[src/core/ncq_cmd_pkg.sv]
package ncq_cmd_pkg;
  // Command opcode of the queued non-data command
  localparam logic [7:0] OPC_NCQ_NONDATA = 8'h63;
  // Subcommand codes, low nibble of the current feature byte
  localparam logic [3:0] SUB_DEADLINE = 4'h1;
  localparam logic [3:0] SUB_SET_FEATURES = 4'h5;
  // Feature byte field positions
  localparam int FEAT_WR_STRICT_BIT = 4;
  localparam int FEAT_RD_STRICT_BIT = 5;
  // Tag lies in bits 7:3 of its byte
  localparam int TAG_LSB = 3;
  // Priority code for isochronous deadline-dependent commands
  localparam logic [1:0] ISOCH_PRIORITY = 2'b01;
  // Status byte bit positions
  localparam int ST_BSY = 7;
  localparam int ST_RDY = 6;
  localparam int ST_SEEK_COMPLETE = 4;
  localparam int ST_ERR = 0;
  // Error byte bit positions
  localparam int ER_ABORTED = 2;
  // Reset values of the status and error bytes
  localparam logic [7:0] STATUS_RESET = 8'h50;
  localparam logic [7:0] ERROR_RESET = 8'h00;
  // Status byte of a good completion: ready, seek complete
  localparam logic [7:0] STATUS_GOOD = 8'h50;
  // Status byte of an abort: ready, seek complete, error
  localparam logic [7:0] STATUS_FAIL = 8'h51;
  // Error byte of an abort: command aborted only
  localparam logic [7:0] ERROR_ABORT = 8'h04;

  // Command block fields as delivered in the host-to-device FIS
  typedef struct packed {
    logic [7:0] command;
    logic [7:0] feature_cur;
    logic [7:0] feature_prev;
    logic [7:0] count_cur;
    logic [7:0] count_prev;
    logic [7:0] sector_num_cur;
    logic [7:0] cyl_low_cur;
    logic [7:0] cyl_high_cur;
  } cmd_fields_t;

  // Fields of an outgoing status FIS
  typedef struct packed {
    logic intr;
    logic [7:0] status;
    logic [7:0] error;
    logic [31:0] act;
  } fis_out_t;

  // Forwarded set-features request
  typedef struct packed {
    logic [7:0] subfeature;
    logic [27:0] param;
  } setfeat_t;
endpackage : ncq_cmd_pkg

[src/core/ncq_nondata_subcommand_decoder.sv]
// Summary of operation
// - Feature low nibble 1h selects deadline handling
// - Feature low nibble 5h selects queued set-features
// - Supported deadline handling completes without error
// - Deadline success answered by Set Device Bits
// - Abort deadline handling while queuing disabled
// - Abort on target tag equal or invalid
// - Abort on unsupported abort-type parameter
// - Write strict clear: late writes allowed
// - Write strict set: late write aborts all timed commands
// - Write strictness only for isochronous priority writes
// - Read strict clear: late reads allowed
// - Read strict set: late read aborts all timed commands
// - Read strictness only for isochronous priority reads
// - Set-features success: SDB, interrupt, completed tags
// - Set-features success: error bit and byte zero
// - Early error: register FIS, error set, busy clear
// - Set-features takes previous feature and count bytes
// - Parameter upper bytes from number and cylinders
module ncq_nondata_subcommand_decoder #(
  parameter int NUM_TAGS = 32,
  parameter int TIMER_W = 32
) (
  input wire logic ref_clk,
  input wire logic rst,
  input wire logic cmd_valid,
  input wire ncq_cmd_pkg::cmd_fields_t cmd_fields,
  input wire logic ncq_enabled,
  input wire logic [4:0] max_queue_tag,
  input wire logic [TIMER_W-1:0] completion_time_limit,
  input wire logic queue_issue,
  input wire logic [4:0] queue_issue_tag,
  input wire logic queue_issue_write,
  input wire logic [1:0] queue_priority,
  input wire logic [NUM_TAGS-1:0] queue_done,
  output logic sdb_valid,
  output logic d2h_valid,
  output ncq_cmd_pkg::fis_out_t fis_out,
  output logic setfeat_valid,
  output ncq_cmd_pkg::setfeat_t setfeat_out,
  output logic abort_outstanding,
  output logic [NUM_TAGS-1:0] abort_mask,
  output logic write_deadline_strict,
  output logic read_deadline_strict,
  output logic [7:0] command_status_flags,
  output logic [7:0] command_error_flags
);
  import ncq_cmd_pkg::*;

  ////////////////////////////////////////////////////////////////////////////
  // Command decode

  logic is_ours; // Opcode matches the queued non-data command
  logic sub_deadline; // Deadline handling requested
  logic sub_setfeat; // Queued set-features requested
  logic [4:0] own_tag; // Tag of this request
  logic [4:0] target_tag; // Tag the deadline request points at
  logic deadline_bad; // Any abort reason for deadline handling
  logic accept_ok; // Request completes good
  logic expire_any; // A strict deadline ran out this cycle
  logic [NUM_TAGS-1:0] expired; // Per-tag strict expiry
  logic [NUM_TAGS-1:0] completed; // Tags done since last notification
  logic [NUM_TAGS-1:0] tag_live; // Tags with a running timer

  assign is_ours = cmd_valid && (cmd_fields.command == OPC_NCQ_NONDATA);
  // Subcommand picked from the low nibble only
  assign sub_deadline = cmd_fields.feature_cur[3:0] == SUB_DEADLINE;
  assign sub_setfeat = cmd_fields.feature_cur[3:0] == SUB_SET_FEATURES;
  // Host places both tags in bits 7:3 of their bytes
  assign own_tag = cmd_fields.count_cur[7:TAG_LSB];
  assign target_tag = cmd_fields.sector_num_cur[7:TAG_LSB];

  // Abort reasons; bits 7:6 carry no supported abort type here
  always_comb
  begin
    deadline_bad = 1'b0;
    if (!ncq_enabled)
    begin
      deadline_bad = 1'b1;
    end
    if ((target_tag == own_tag) || (target_tag > max_queue_tag))
    begin
      deadline_bad = 1'b1;
    end
    if (cmd_fields.feature_cur[7:6] != 2'b00)
    begin
      deadline_bad = 1'b1;
    end
  end

  // Good completion: supported subcommand and no abort reason
  assign accept_ok = (sub_deadline && !deadline_bad) || sub_setfeat;

  ////////////////////////////////////////////////////////////////////////////
  // Status FIS generation

  // One response per command with our opcode, good or aborted, one cycle after it
  always_ff @(posedge ref_clk)
  begin
    if (rst)
    begin
      sdb_valid <= 1'b0;
      d2h_valid <= 1'b0;
      fis_out <= '0;
    end
    else
    begin
      sdb_valid <= 1'b0;
      d2h_valid <= 1'b0;
      if (is_ours && accept_ok)
      begin
        // Good end: SDB with own tag plus any other finished tags
        sdb_valid <= 1'b1;
        fis_out.intr <= 1'b1;
        fis_out.status <= STATUS_GOOD;
        fis_out.error <= 8'h00;
        fis_out.act <= completed | (NUM_TAGS'(1) << own_tag);
      end
      else if (is_ours)
      begin
        // Not yet acknowledged, so errors go out as a register FIS
        d2h_valid <= 1'b1;
        fis_out.intr <= 1'b1;
        fis_out.status <= STATUS_FAIL;
        fis_out.error <= ERROR_ABORT;
        fis_out.act <= '0;
      end
    end
  end

  // Completed tags gathered until the next SDB; a new one wins the clear
  always_ff @(posedge ref_clk)
  begin
    if (rst)
    begin
      completed <= '0;
    end
    else if (is_ours && accept_ok)
    begin
      completed <= queue_done;
    end
    else
    begin
      completed <= completed | queue_done;
    end
  end

  // Visible status and error bytes follow the last response
  always_ff @(posedge ref_clk)
  begin
    if (rst)
    begin
      command_status_flags <= STATUS_RESET;
      command_error_flags <= ERROR_RESET;
    end
    else if (is_ours)
    begin
      command_status_flags <= accept_ok ? STATUS_GOOD : STATUS_FAIL;
      command_error_flags <= accept_ok ? 8'h00 : ERROR_ABORT;
    end
  end

  ////////////////////////////////////////////////////////////////////////////
  // Deadline mode and set-features forwarding

  // Strictness latched only by a good deadline request
  always_ff @(posedge ref_clk)
  begin
    if (rst)
    begin
      write_deadline_strict <= 1'b0;
      read_deadline_strict <= 1'b0;
    end
    else if (is_ours && sub_deadline && !deadline_bad)
    begin
      write_deadline_strict <= cmd_fields.feature_cur[FEAT_WR_STRICT_BIT];
      read_deadline_strict <= cmd_fields.feature_cur[FEAT_RD_STRICT_BIT];
    end
  end

  // Set-features bytes forwarded to the feature engine
  always_ff @(posedge ref_clk)
  begin
    if (rst)
    begin
      setfeat_valid <= 1'b0;
      setfeat_out <= '0;
    end
    else
    begin
      setfeat_valid <= is_ours && sub_setfeat;
      if (is_ours && sub_setfeat)
      begin
        setfeat_out.subfeature <= cmd_fields.feature_prev;
        setfeat_out.param[7:0] <= cmd_fields.count_prev;
        setfeat_out.param[27:24] <= cmd_fields.sector_num_cur[3:0];
        setfeat_out.param[23:16] <= cmd_fields.cyl_high_cur;
        setfeat_out.param[15:8] <= cmd_fields.cyl_low_cur;
      end
    end
  end

  ////////////////////////////////////////////////////////////////////////////
  // Per-tag deadline timers

  // One down-counter per tag; only isochronous commands are timed
  for (genvar t = 0; t < NUM_TAGS; t++)
  begin : g_timer
    logic [TIMER_W-1:0] remain; // Cycles left before the deadline
    logic live; // Timer running
    logic is_write; // Timed command is a write
    logic load; // Issue of this tag

    assign load = queue_issue && (queue_issue_tag == 5'(t))
      && (queue_priority == ISOCH_PRIORITY);
    assign tag_live[t] = live;
    // Expiry counts only where the matching strict bit is set
    assign expired[t] = live && (remain == '0) && !queue_done[t]
      && (is_write ? write_deadline_strict : read_deadline_strict);

    always_ff @(posedge ref_clk)
    begin
      if (rst)
      begin
        live <= 1'b0;
        remain <= '0;
        is_write <= 1'b0;
      end
      else if (load)
      begin
        live <= 1'b1;
        remain <= completion_time_limit;
        is_write <= queue_issue_write;
      end
      else if (queue_done[t] || expire_any)
      begin
        // Finished, or swept away by a strict abort
        live <= 1'b0;
      end
      else if (live && (remain != '0))
      begin
        // Non-strict timers simply park at zero
        remain <= remain - 1'b1;
      end
    end
  end

  assign expire_any = |expired;

  // A missed strict deadline aborts every outstanding timed command
  always_ff @(posedge ref_clk)
  begin
    if (rst)
    begin
      abort_outstanding <= 1'b0;
      abort_mask <= '0;
    end
    else
    begin
      abort_outstanding <= expire_any;
      abort_mask <= expire_any ? tag_live : '0;
    end
  end

  ////////////////////////////////////////////////////////////////////////////
  // Checks

  AST_DEADLINE_GOOD: assert property (@(posedge ref_clk) disable iff (rst)
    is_ours && sub_deadline && ncq_enabled && (target_tag != own_tag)
    && (target_tag <= max_queue_tag) && (cmd_fields.feature_cur[7:6] == 2'b00)
    |=> sdb_valid && !d2h_valid)
    else $error("good deadline request not answered by SDB");

  AST_NCQ_OFF: assert property (@(posedge ref_clk) disable iff (rst)
    is_ours && sub_deadline && !ncq_enabled |=> d2h_valid && !sdb_valid)
    else $error("deadline request with queuing off not aborted");

  AST_TARGET_SELF: assert property (@(posedge ref_clk) disable iff (rst)
    is_ours && sub_deadline && (target_tag == own_tag)
    |=> d2h_valid && fis_out.error[ER_ABORTED])
    else $error("target tag equal to own tag not aborted");

  // Abort type field other than 00 must be refused with a register FIS and no SDB
  AST_ABORT_TYPE: assert property (@(posedge ref_clk) disable iff (rst)
    is_ours && sub_deadline && (cmd_fields.feature_cur[7:6] != 2'b00)
    |=> d2h_valid && !sdb_valid)
    else $error("unsupported abort type not aborted");

  AST_UNKNOWN_SUB: assert property (@(posedge ref_clk) disable iff (rst)
    is_ours && !sub_deadline && !sub_setfeat
    |=> d2h_valid && !setfeat_valid && $stable(write_deadline_strict))
    else $error("unknown subcommand not aborted cleanly");

  AST_SDB_CLEAN: assert property (@(posedge ref_clk) disable iff (rst)
    sdb_valid |-> fis_out.intr && !fis_out.status[ST_ERR]
    && (fis_out.error == 8'h00) && fis_out.act[$past(own_tag)])
    else $error("SDB carries error or lacks own tag");

  // Good status shows ready and seek complete with busy clear
  AST_GOOD_READY: assert property (@(posedge ref_clk) disable iff (rst)
    sdb_valid |-> fis_out.status[ST_RDY] && fis_out.status[ST_SEEK_COMPLETE]
    && !fis_out.status[ST_BSY])
    else $error("SDB status lacks ready bits");

  // Every tag gathered before the command rides in its SDB
  AST_SDB_ACT: assert property (@(posedge ref_clk) disable iff (rst)
    is_ours && accept_ok |=> sdb_valid
    && ((fis_out.act & $past(completed)) == $past(completed)))
    else $error("SDB misses a completed tag");

  AST_D2H_FORM: assert property (@(posedge ref_clk) disable iff (rst)
    d2h_valid |-> fis_out.status[ST_ERR] && !fis_out.status[ST_BSY]
    && (command_error_flags == ERROR_ABORT))
    else $error("register FIS has wrong error or busy");

  AST_SETFEAT_MAP: assert property (@(posedge ref_clk) disable iff (rst)
    is_ours && sub_setfeat |=> setfeat_valid && sdb_valid
    && (setfeat_out.param == {$past(cmd_fields.sector_num_cur[3:0]),
    $past(cmd_fields.cyl_high_cur), $past(cmd_fields.cyl_low_cur),
    $past(cmd_fields.count_prev)}))
    else $error("set-features parameters wrongly assembled");

  // Subfeature byte comes from the previous feature field
  AST_SETFEAT_SUB: assert property (@(posedge ref_clk) disable iff (rst)
    is_ours && sub_setfeat
    |=> setfeat_out.subfeature == $past(cmd_fields.feature_prev))
    else $error("set-features subfeature wrongly taken");

  // Commands of other priorities never start a deadline timer
  AST_UNTIMED: assert property (@(posedge ref_clk) disable iff (rst)
    queue_issue && (queue_priority != ISOCH_PRIORITY) && !tag_live[queue_issue_tag]
    |=> !tag_live[$past(queue_issue_tag)])
    else $error("non-isochronous command was timed");

  AST_STRICT_LATCH: assert property (@(posedge ref_clk) disable iff (rst)
    is_ours && accept_ok && sub_deadline
    |=> write_deadline_strict == $past(cmd_fields.feature_cur[FEAT_WR_STRICT_BIT]))
    else $error("write strict bit not taken");

  AST_EXPIRE_ABORT: assert property (@(posedge ref_clk) disable iff (rst)
    expire_any
    |=> abort_outstanding && ((abort_mask & $past(expired)) == $past(expired)))
    else $error("strict expiry did not abort outstanding commands");

  AST_LAX_NO_ABORT: assert property (@(posedge ref_clk) disable iff (rst)
    !write_deadline_strict && !read_deadline_strict |=> !abort_outstanding)
    else $error("abort raised with no strict mode");

endmodule // ncq_nondata_subcommand_decoder

[config.mk]
export PLATFORM = sky130hd
export DESIGN_NAME = ncq_nondata_subcommand_decoder
export DESIGN_NICKNAME = d
export VERILOG_FILES = /design/src/core/ncq_cmd_pkg.sv /design/src/core/ncq_nondata_subcommand_decoder.sv
export SDC_FILE = /design/constraint.sdc
export NUM_CORES = 2
export LEC_CHECK = 0
export BUFFER_PORTS_ARGS = -buffer_cell sky130_fd_sc_hd__buf_2
export CELL_PAD_IN_SITES_DETAIL_PLACEMENT = 1
export CELL_PAD_IN_SITES_GLOBAL_PLACEMENT = 1
export CORE_MARGIN = 8
export CORE_UTILIZATION = 52
export CTS_BUF_LIST = sky130_fd_sc_hd__clkbuf_4 sky130_fd_sc_hd__clkbuf_8
export DETAILED_ROUTE_END_ITERATION = 8
export GPL_TIMING_DRIVEN = 0
export PLACE_DENSITY = 0.87
export SYNTH_ARGS = -nofsm -noshare
export SYNTH_HDL_FRONTEND = slang
export SYNTH_SLANG_ARGS = --single-unit
[constraint.sdc]
create_clock -name ref_clk -period 8.8 [get_ports ref_clk]
set_input_delay 1.32 -clock ref_clk [delete_from_list [all_inputs] [get_ports ref_clk]]
set_output_delay 1.32 -clock ref_clk [all_outputs]
set_load 0.03 [all_outputs]
* After elaboration in Yosys (flattened, before gate mapping)
Cells that the tools add are included.
Cells by class: div/mod/pow operators 0, bitwise operators 3, $add $sub $neg 32, magnitude comparators 1, multipliers 0, reduce and logical (&&, ||, !) cells 431, muxes and demuxes 202, equal/unequal tests 68, shift operators 1
Operators with widths (number):
- $mux W32 | 97
- $logic_not A32 Y1 | 32
- $reduce_bool A32 Y1 | 32
- $sub A32 B1 Y32 const B | 32
- $logic_and A1 B1 Y1 | 198
- $reduce_bool A2 Y1 | 66
- $mux W1 | 102
- $mux W49 | 2
- $eq A5 B5 Y1 const B | 16
- $ne A2 B2 Y1 const B | 32
- $or A32 B32 Y32 | 2
- $reduce_and A2 Y1 | 32
- $eq A5 B4 Y1 const B | 8
- $logic_or A1 B1 Y1 | 34
- $logic_not A1 Y1 | 33
- $reduce_or A32 Y1 | 1
- $shl A1 B5 Y32 const A | 1
- $eq A5 B3 Y1 const B | 4
- $eq A5 B2 Y1 const B | 2
- $eq A8 B7 Y1 const B | 1
- $eq A5 B1 Y1 const B | 1
- $eq A5 B5 Y1 | 1
- $gt A5 B5 Y1 | 1
- $logic_not A5 Y1 | 1
- 6 further kinds | 7
Word-level totals: memories kept 0, register bits after elaboration 1246, latch bits 0, bits in read-only memories 0, memory bits (writable) 0

* Depth between registers and ports, before layout
word-level depth 9, depth in mapped cells 16, gate-level depth less buffers 12

* Worst setup path before layout
Ideal clock, no wire load.
path type input to register, from input port queue_done[21], to register g_timer[13].remain[18], arrival time 3839 ps, data required time 8714 ps, cell stages on the path 11, library setup time 86 ps, slack 4876 ps, path through nand2b_1 nor2_1 and3_1 a32o_1 or4_4 nor4_4 buf_2 nand2_1 or3_1 xor2_1 a211oi_1
Between the ends: cells in the longest elaborated chain, start to end 7
Ends and longest elaborated chain:
- from (decl) | RTL line ncq_nondata_subcommand_decoder.sv:35 | input wire logic [NUM_TAGS-1:0] queue_done,
- $logic_not A1 Y1 | RTL line ncq_nondata_subcommand_decoder.sv:218 | assign expired[t] = live && (remain == '0) && !queue_done[t]
- $logic_and A1 B1 Y1 | RTL line ncq_nondata_subcommand_decoder.sv:218
- $logic_and A1 B1 Y1 | RTL line ncq_nondata_subcommand_decoder.sv:219 | && (is_write ? write_deadline_strict : read_deadline_strict);
- $reduce_or A32 Y1 | RTL line ncq_nondata_subcommand_decoder.sv:248 | assign expire_any = |expired;
- $logic_or A1 B1 Y1 | RTL line ncq_nondata_subcommand_decoder.sv:235 | else if (queue_done[t] || expire_any)
- $ne A2 B2 Y1 (no line)
- $reduce_and A2 Y1 (no line)
- to (signal assigned) | RTL line ncq_nondata_subcommand_decoder.sv:232 | remain <= completion_time_limit;
- to (signal assigned) | RTL line ncq_nondata_subcommand_decoder.sv:243 | remain <= remain - 1'b1;
- to (decl) | RTL line ncq_nondata_subcommand_decoder.sv:209 | logic [TIMER_W-1:0] remain;
Every way passes these cells. A chain may end at the register's enable or synchronous reset.

* Final worst setup path
from register read_deadline_strict, to register abort_mask[12]
Between the ends: cells in the longest elaborated chain, start to end 5, elaborated cells on any way between the ends 67, classes of those cells 32 x mux; 1 x bitwise; 34 x reduce/logical
Ends and longest elaborated chain:
- from (decl) | RTL line ncq_nondata_subcommand_decoder.sv:44 | output logic read_deadline_strict,
- from (signal assigned) | RTL line ncq_nondata_subcommand_decoder.sv:177 | read_deadline_strict <= cmd_fields.feature_cur[FEAT_RD_STRICT_BIT];
- $mux W1 | RTL line ncq_nondata_subcommand_decoder.sv:219
- $logic_and A1 B1 Y1 | RTL line ncq_nondata_subcommand_decoder.sv:219
- $reduce_or A32 Y1 (*) | RTL line ncq_nondata_subcommand_decoder.sv:248
- $not A1 Y1 (no line) (*)
- $reduce_or A2 Y1 (no line) (*)
- to (signal assigned) | RTL line ncq_nondata_subcommand_decoder.sv:261 | abort_mask <= expire_any ? tag_live : '0;
- to (decl) | RTL line ncq_nondata_subcommand_decoder.sv:42 | output logic [NUM_TAGS-1:0] abort_mask,
Every way passes the cells marked *; elsewhere a longest branch is shown, timed or not.

==> results.md <==
* Status: complete, but fails checks
* Failing checks: design-rule violations, max-capacitance violations, max-slew violations
* CP Launch Type: flip-flop
* CTS clk-pin slew, worst paths at approximately 0.060 ns
* RSZ-0062 raised after global routing: false
* Maximum Capacitance Violations at 38
* Top-area cell type share of the netlist area at 0.381
* Fin area at 0.0731 mm²
* Library cells used by synthesis at 94
* Largest area contributor in the netlist: dfxtp_1
* Avg Cell Area, Syn at a little over 8 µm²
* Pwr Density at ~170 mW/mm²
* P_leak at around 0.028 µW
* Slew Viols, Final at between 300 and 400
* Top post-synthesis cells by area: dfxtp_1, a211oi_1, nor2_1
* Fraction of the yosys area taken by sequential cells at 0.381
* Hold Path Class: flip-flop to flip-flop
* Delay-heaviest family, CP: buffers and inverters
* Minimum clock period after layout at ~8.3 ns
* Global-route wire length before repair at 468 mm
* Vias per inst at 6.88
* Synth Flop Type: dfxtp_1
* Max stage delay on crit path at 1.37 ns
* Routability cong. at between 1 and 1.5
* Fmax at between 0.1 and 0.15 GHz
* Max clock buf depth at 3
* Pin count of the biggest net entering global routing at 17
* Drt pass-1 iters at 9
* Synth Register Bits at about 1200
* CP max-delay cell: dfxtp_1
* Worst EP arrival at a little over 9 ns
* Mapped Area at around 0.065 mm²
* Final Util at 0.592
* Fill count at 15300
* Gate Count Post-Synth at 8010
* Worst hold stages at 2
* Die Width at around 370 µm
* Final nets at ~8700
* CTS tree: done
* TritonCTS Buffers at 209
* Synth-to-layout area growth at 13.1%
* Crit-path cells: clkbuf_1 -> clkbuf_2 -> mux2i_1 -> nor3b_1 -> a32oi_1 -> o2111ai_1 -> nor4_4 -> buf_2 -> nor2_1 -> clkbuf_1 -> and2_1
* CTS root buf: clkbuf_8
* Layout cells sized above 1 at 0.105
* Ys Warns at 0
* Worst slew pin tran at about 1.8 ns
* Remaining DRCs at 5
* Clock latency on the worst-skew pair at 1.01 ns
* Rel. slew slack at -0.170
* Area of the multi-input gates at between 0.03 and 0.04 mm²
* Most frequent CP cell: clkbuf_1
* FF-to-FF path depth at 11
* Die height at about 370 µm
* EDFF count, synth at 0
* Drt initial violations at roughly 9200
* CTS Sinks at between 1000 and 1500
* Number of routed nets with antenna violations at 0
* Post-CTS setup buffers at 0
* Peak supply drop at ~170 µV
* Via count of the first global-routing pass at ~70000
* Hold bufs inserted after CTS at 0
* Buffers & Inverters on Critical Path at 4
* Count of final hold-check violations at 0
* CP Capture Type: flip-flop
* Clk_skew at between 0.07 and 0.08 ns
* CTS resizes at 0
* Final setup TNS at 0 ns
* # IOs at 285
* DP Area at 0.0683 mm²
* FFs w/ async S/R, synth at 0
* Maximum fanout along the worst path at 12
* Period utilization at 0.948
* Initial core utilization at 0.523
* Initial antenna violation count at 56
* Number of I/O port buffers at 247
* WP depth at 11
* Area of the core at roughly 0.12 mm²
* Worst Path Required at 9.67 ns
* Final wirelength at ~330 mm
* DR vias at just over 70000
* Htree depth at 4
* Setup-failing EPs final at 0
* GR Util All Layers at 0.457
* Worst Path Class, Setup: flip-flop to flip-flop
* Post-detail-place hpwl at 225 mm
* Overflow after GRT at 0
* Routed len/inst at ~32 µm
* # rows at between 100 and 150
* Sequential cell area at between 0.02 and 0.025 mm²
* Die ar. at approximately 0.14 mm²
## cell usage after synthesis, types with 22 or more instances
| cell | instances |
|---|---|
| nor2_1 | 1340 |
| nand3_1 | 147 |
| nand4_1 | 87 |
| inv_1 | 91 |
| mux2_2 | 22 |
| and3_1 | 69 |
| a211oi_1 | 771 |
| buf_4 | 39 |
| a21oi_1 | 280 |
| mux2i_1 | 58 |
| ha_1 | 69 |
| clkbuf_1 | 505 |
| or2_2 | 44 |
| nor2b_1 | 53 |
| nand2_1 | 505 |
| nand4b_1 | 34 |
| o31ai_1 | 22 |
| nand2b_1 | 70 |
| nor4_1 | 284 |
| nor3b_1 | 50 |
| xnor2_1 | 501 |
| o21ai_0 | 188 |
| xor2_1 | 286 |
| nor3_1 | 381 |
| and2_1 | 55 |
| nand3b_1 | 26 |
| dfxtp_1 | 1229 |
| or4_1 | 122 |
| a311oi_1 | 119 |
| buf_2 | 43 |
| o22ai_1 | 74 |
| or3_1 | 204 |
## cells in the final DEF, fill, tap and decap left out, types with 74 or more instances in the layout
master	count
nand2_1	505
dfxtp_1	1229
nor2_1	1339
nand4_1	87
a211oi_1	771
inv_1	91
xor2_1	286
clkbuf_1	441
o21ai_0	188
nand3_1	147
clkbuf_8	278
a21oi_1	280
xnor2_1	501
or3_1	204
nor3_1	381
o22ai_1	74
a311oi_1	119
buf_2	292
nor4_1	282
or4_1	122
## power breakdown
group / leakage [µW] / switching, µW / total [µW] / internal [µW]
Sequential: 0.00991 / 29.7 / 5620 / 5590
Clock: 0.00245 / 2640 / 5770 / 3130
Combinational: 0.0153 / 759 / 927 / 168
Total: 0.0276 / 3420 / 12300 / 8890
## area by class of cell
cell class / count / share of cell area
multi-input cells: 6099 / 0.509
flip-flops and latches: 1229 / 0.336
clock buffers: 332 / 0.0579
plain buffers: 614 / 0.0366
well taps: 1637 / 0.0280
repair buffers: 262 / 0.0202
clock inverters: 48 / 0.00488
inverters: 92 / 0.00472
diodes: 73 / 0.00250
## routing by layer
layer | GRT usage | wire, µm
met5 | 0.00498 | 145
met2 | 0.636 | 131000
met1 | 0.556 | 121000
met3 | 0.162 | 44200
met4 | 0.390 | 32600
## metrics by stage
stage	setup WS, ns	power, µW	instances	hold slack [ns]
after floorplan	4.88	6100	8034	0.421
after global placement	0.255	6560	9918	0.433
after detailed placement	0.876	6590	9931	0.439
after CTS	0.844	12200	10300	0.451
after global routing	1.17	12500	10300	0.467
final	0.453	12300	10400	0.451
## flip-flops by register name, summed over array words and instances (netlist names), 32 cells and up
register,flops
setfeat_out,36
fis_out,34
g_timer.remain,1024
g_timer.is_write,32
abort_mask,32
completed,32
g_timer.live,32
## worst paths after layout
path / from / end / slack [ns]
worst min register to register: setfeat_out[10] / setfeat_out[10] / 0.45
worst max-delay path: read_deadline_strict / abort_mask[12] / 0.45
worst max register to register: read_deadline_strict / abort_mask[12] / 0.45
worst min-delay path: setfeat_out[10] / setfeat_out[10] / 0.45
## worst reg2reg max path, stage by stage (launching register included)
cell and delay (ns):
dfxtp_1 1.37, clkbuf_1 1.10, clkbuf_2 0.95, mux2i_1 0.26, nor3b_1 0.91, a32oi_1 0.41, o2111ai_1 0.46, nor4_4 0.26
buf_2 0.40, nor2_1 0.58, clkbuf_1 1.09, and2_1 0.48
## kinds of logic after synthesis
group / share of synthesized area
adders and majority gates: 0.0134
and+or+nand+nor: 0.273
DFF: 0.381
other: 0.000116
muxes: 0.0132
xor gates and xnor gates: 0.107
AOI/OAI and AO/OA: 0.167
buffers and inverters: 0.0455
Power figures use the tool's default switching activity.
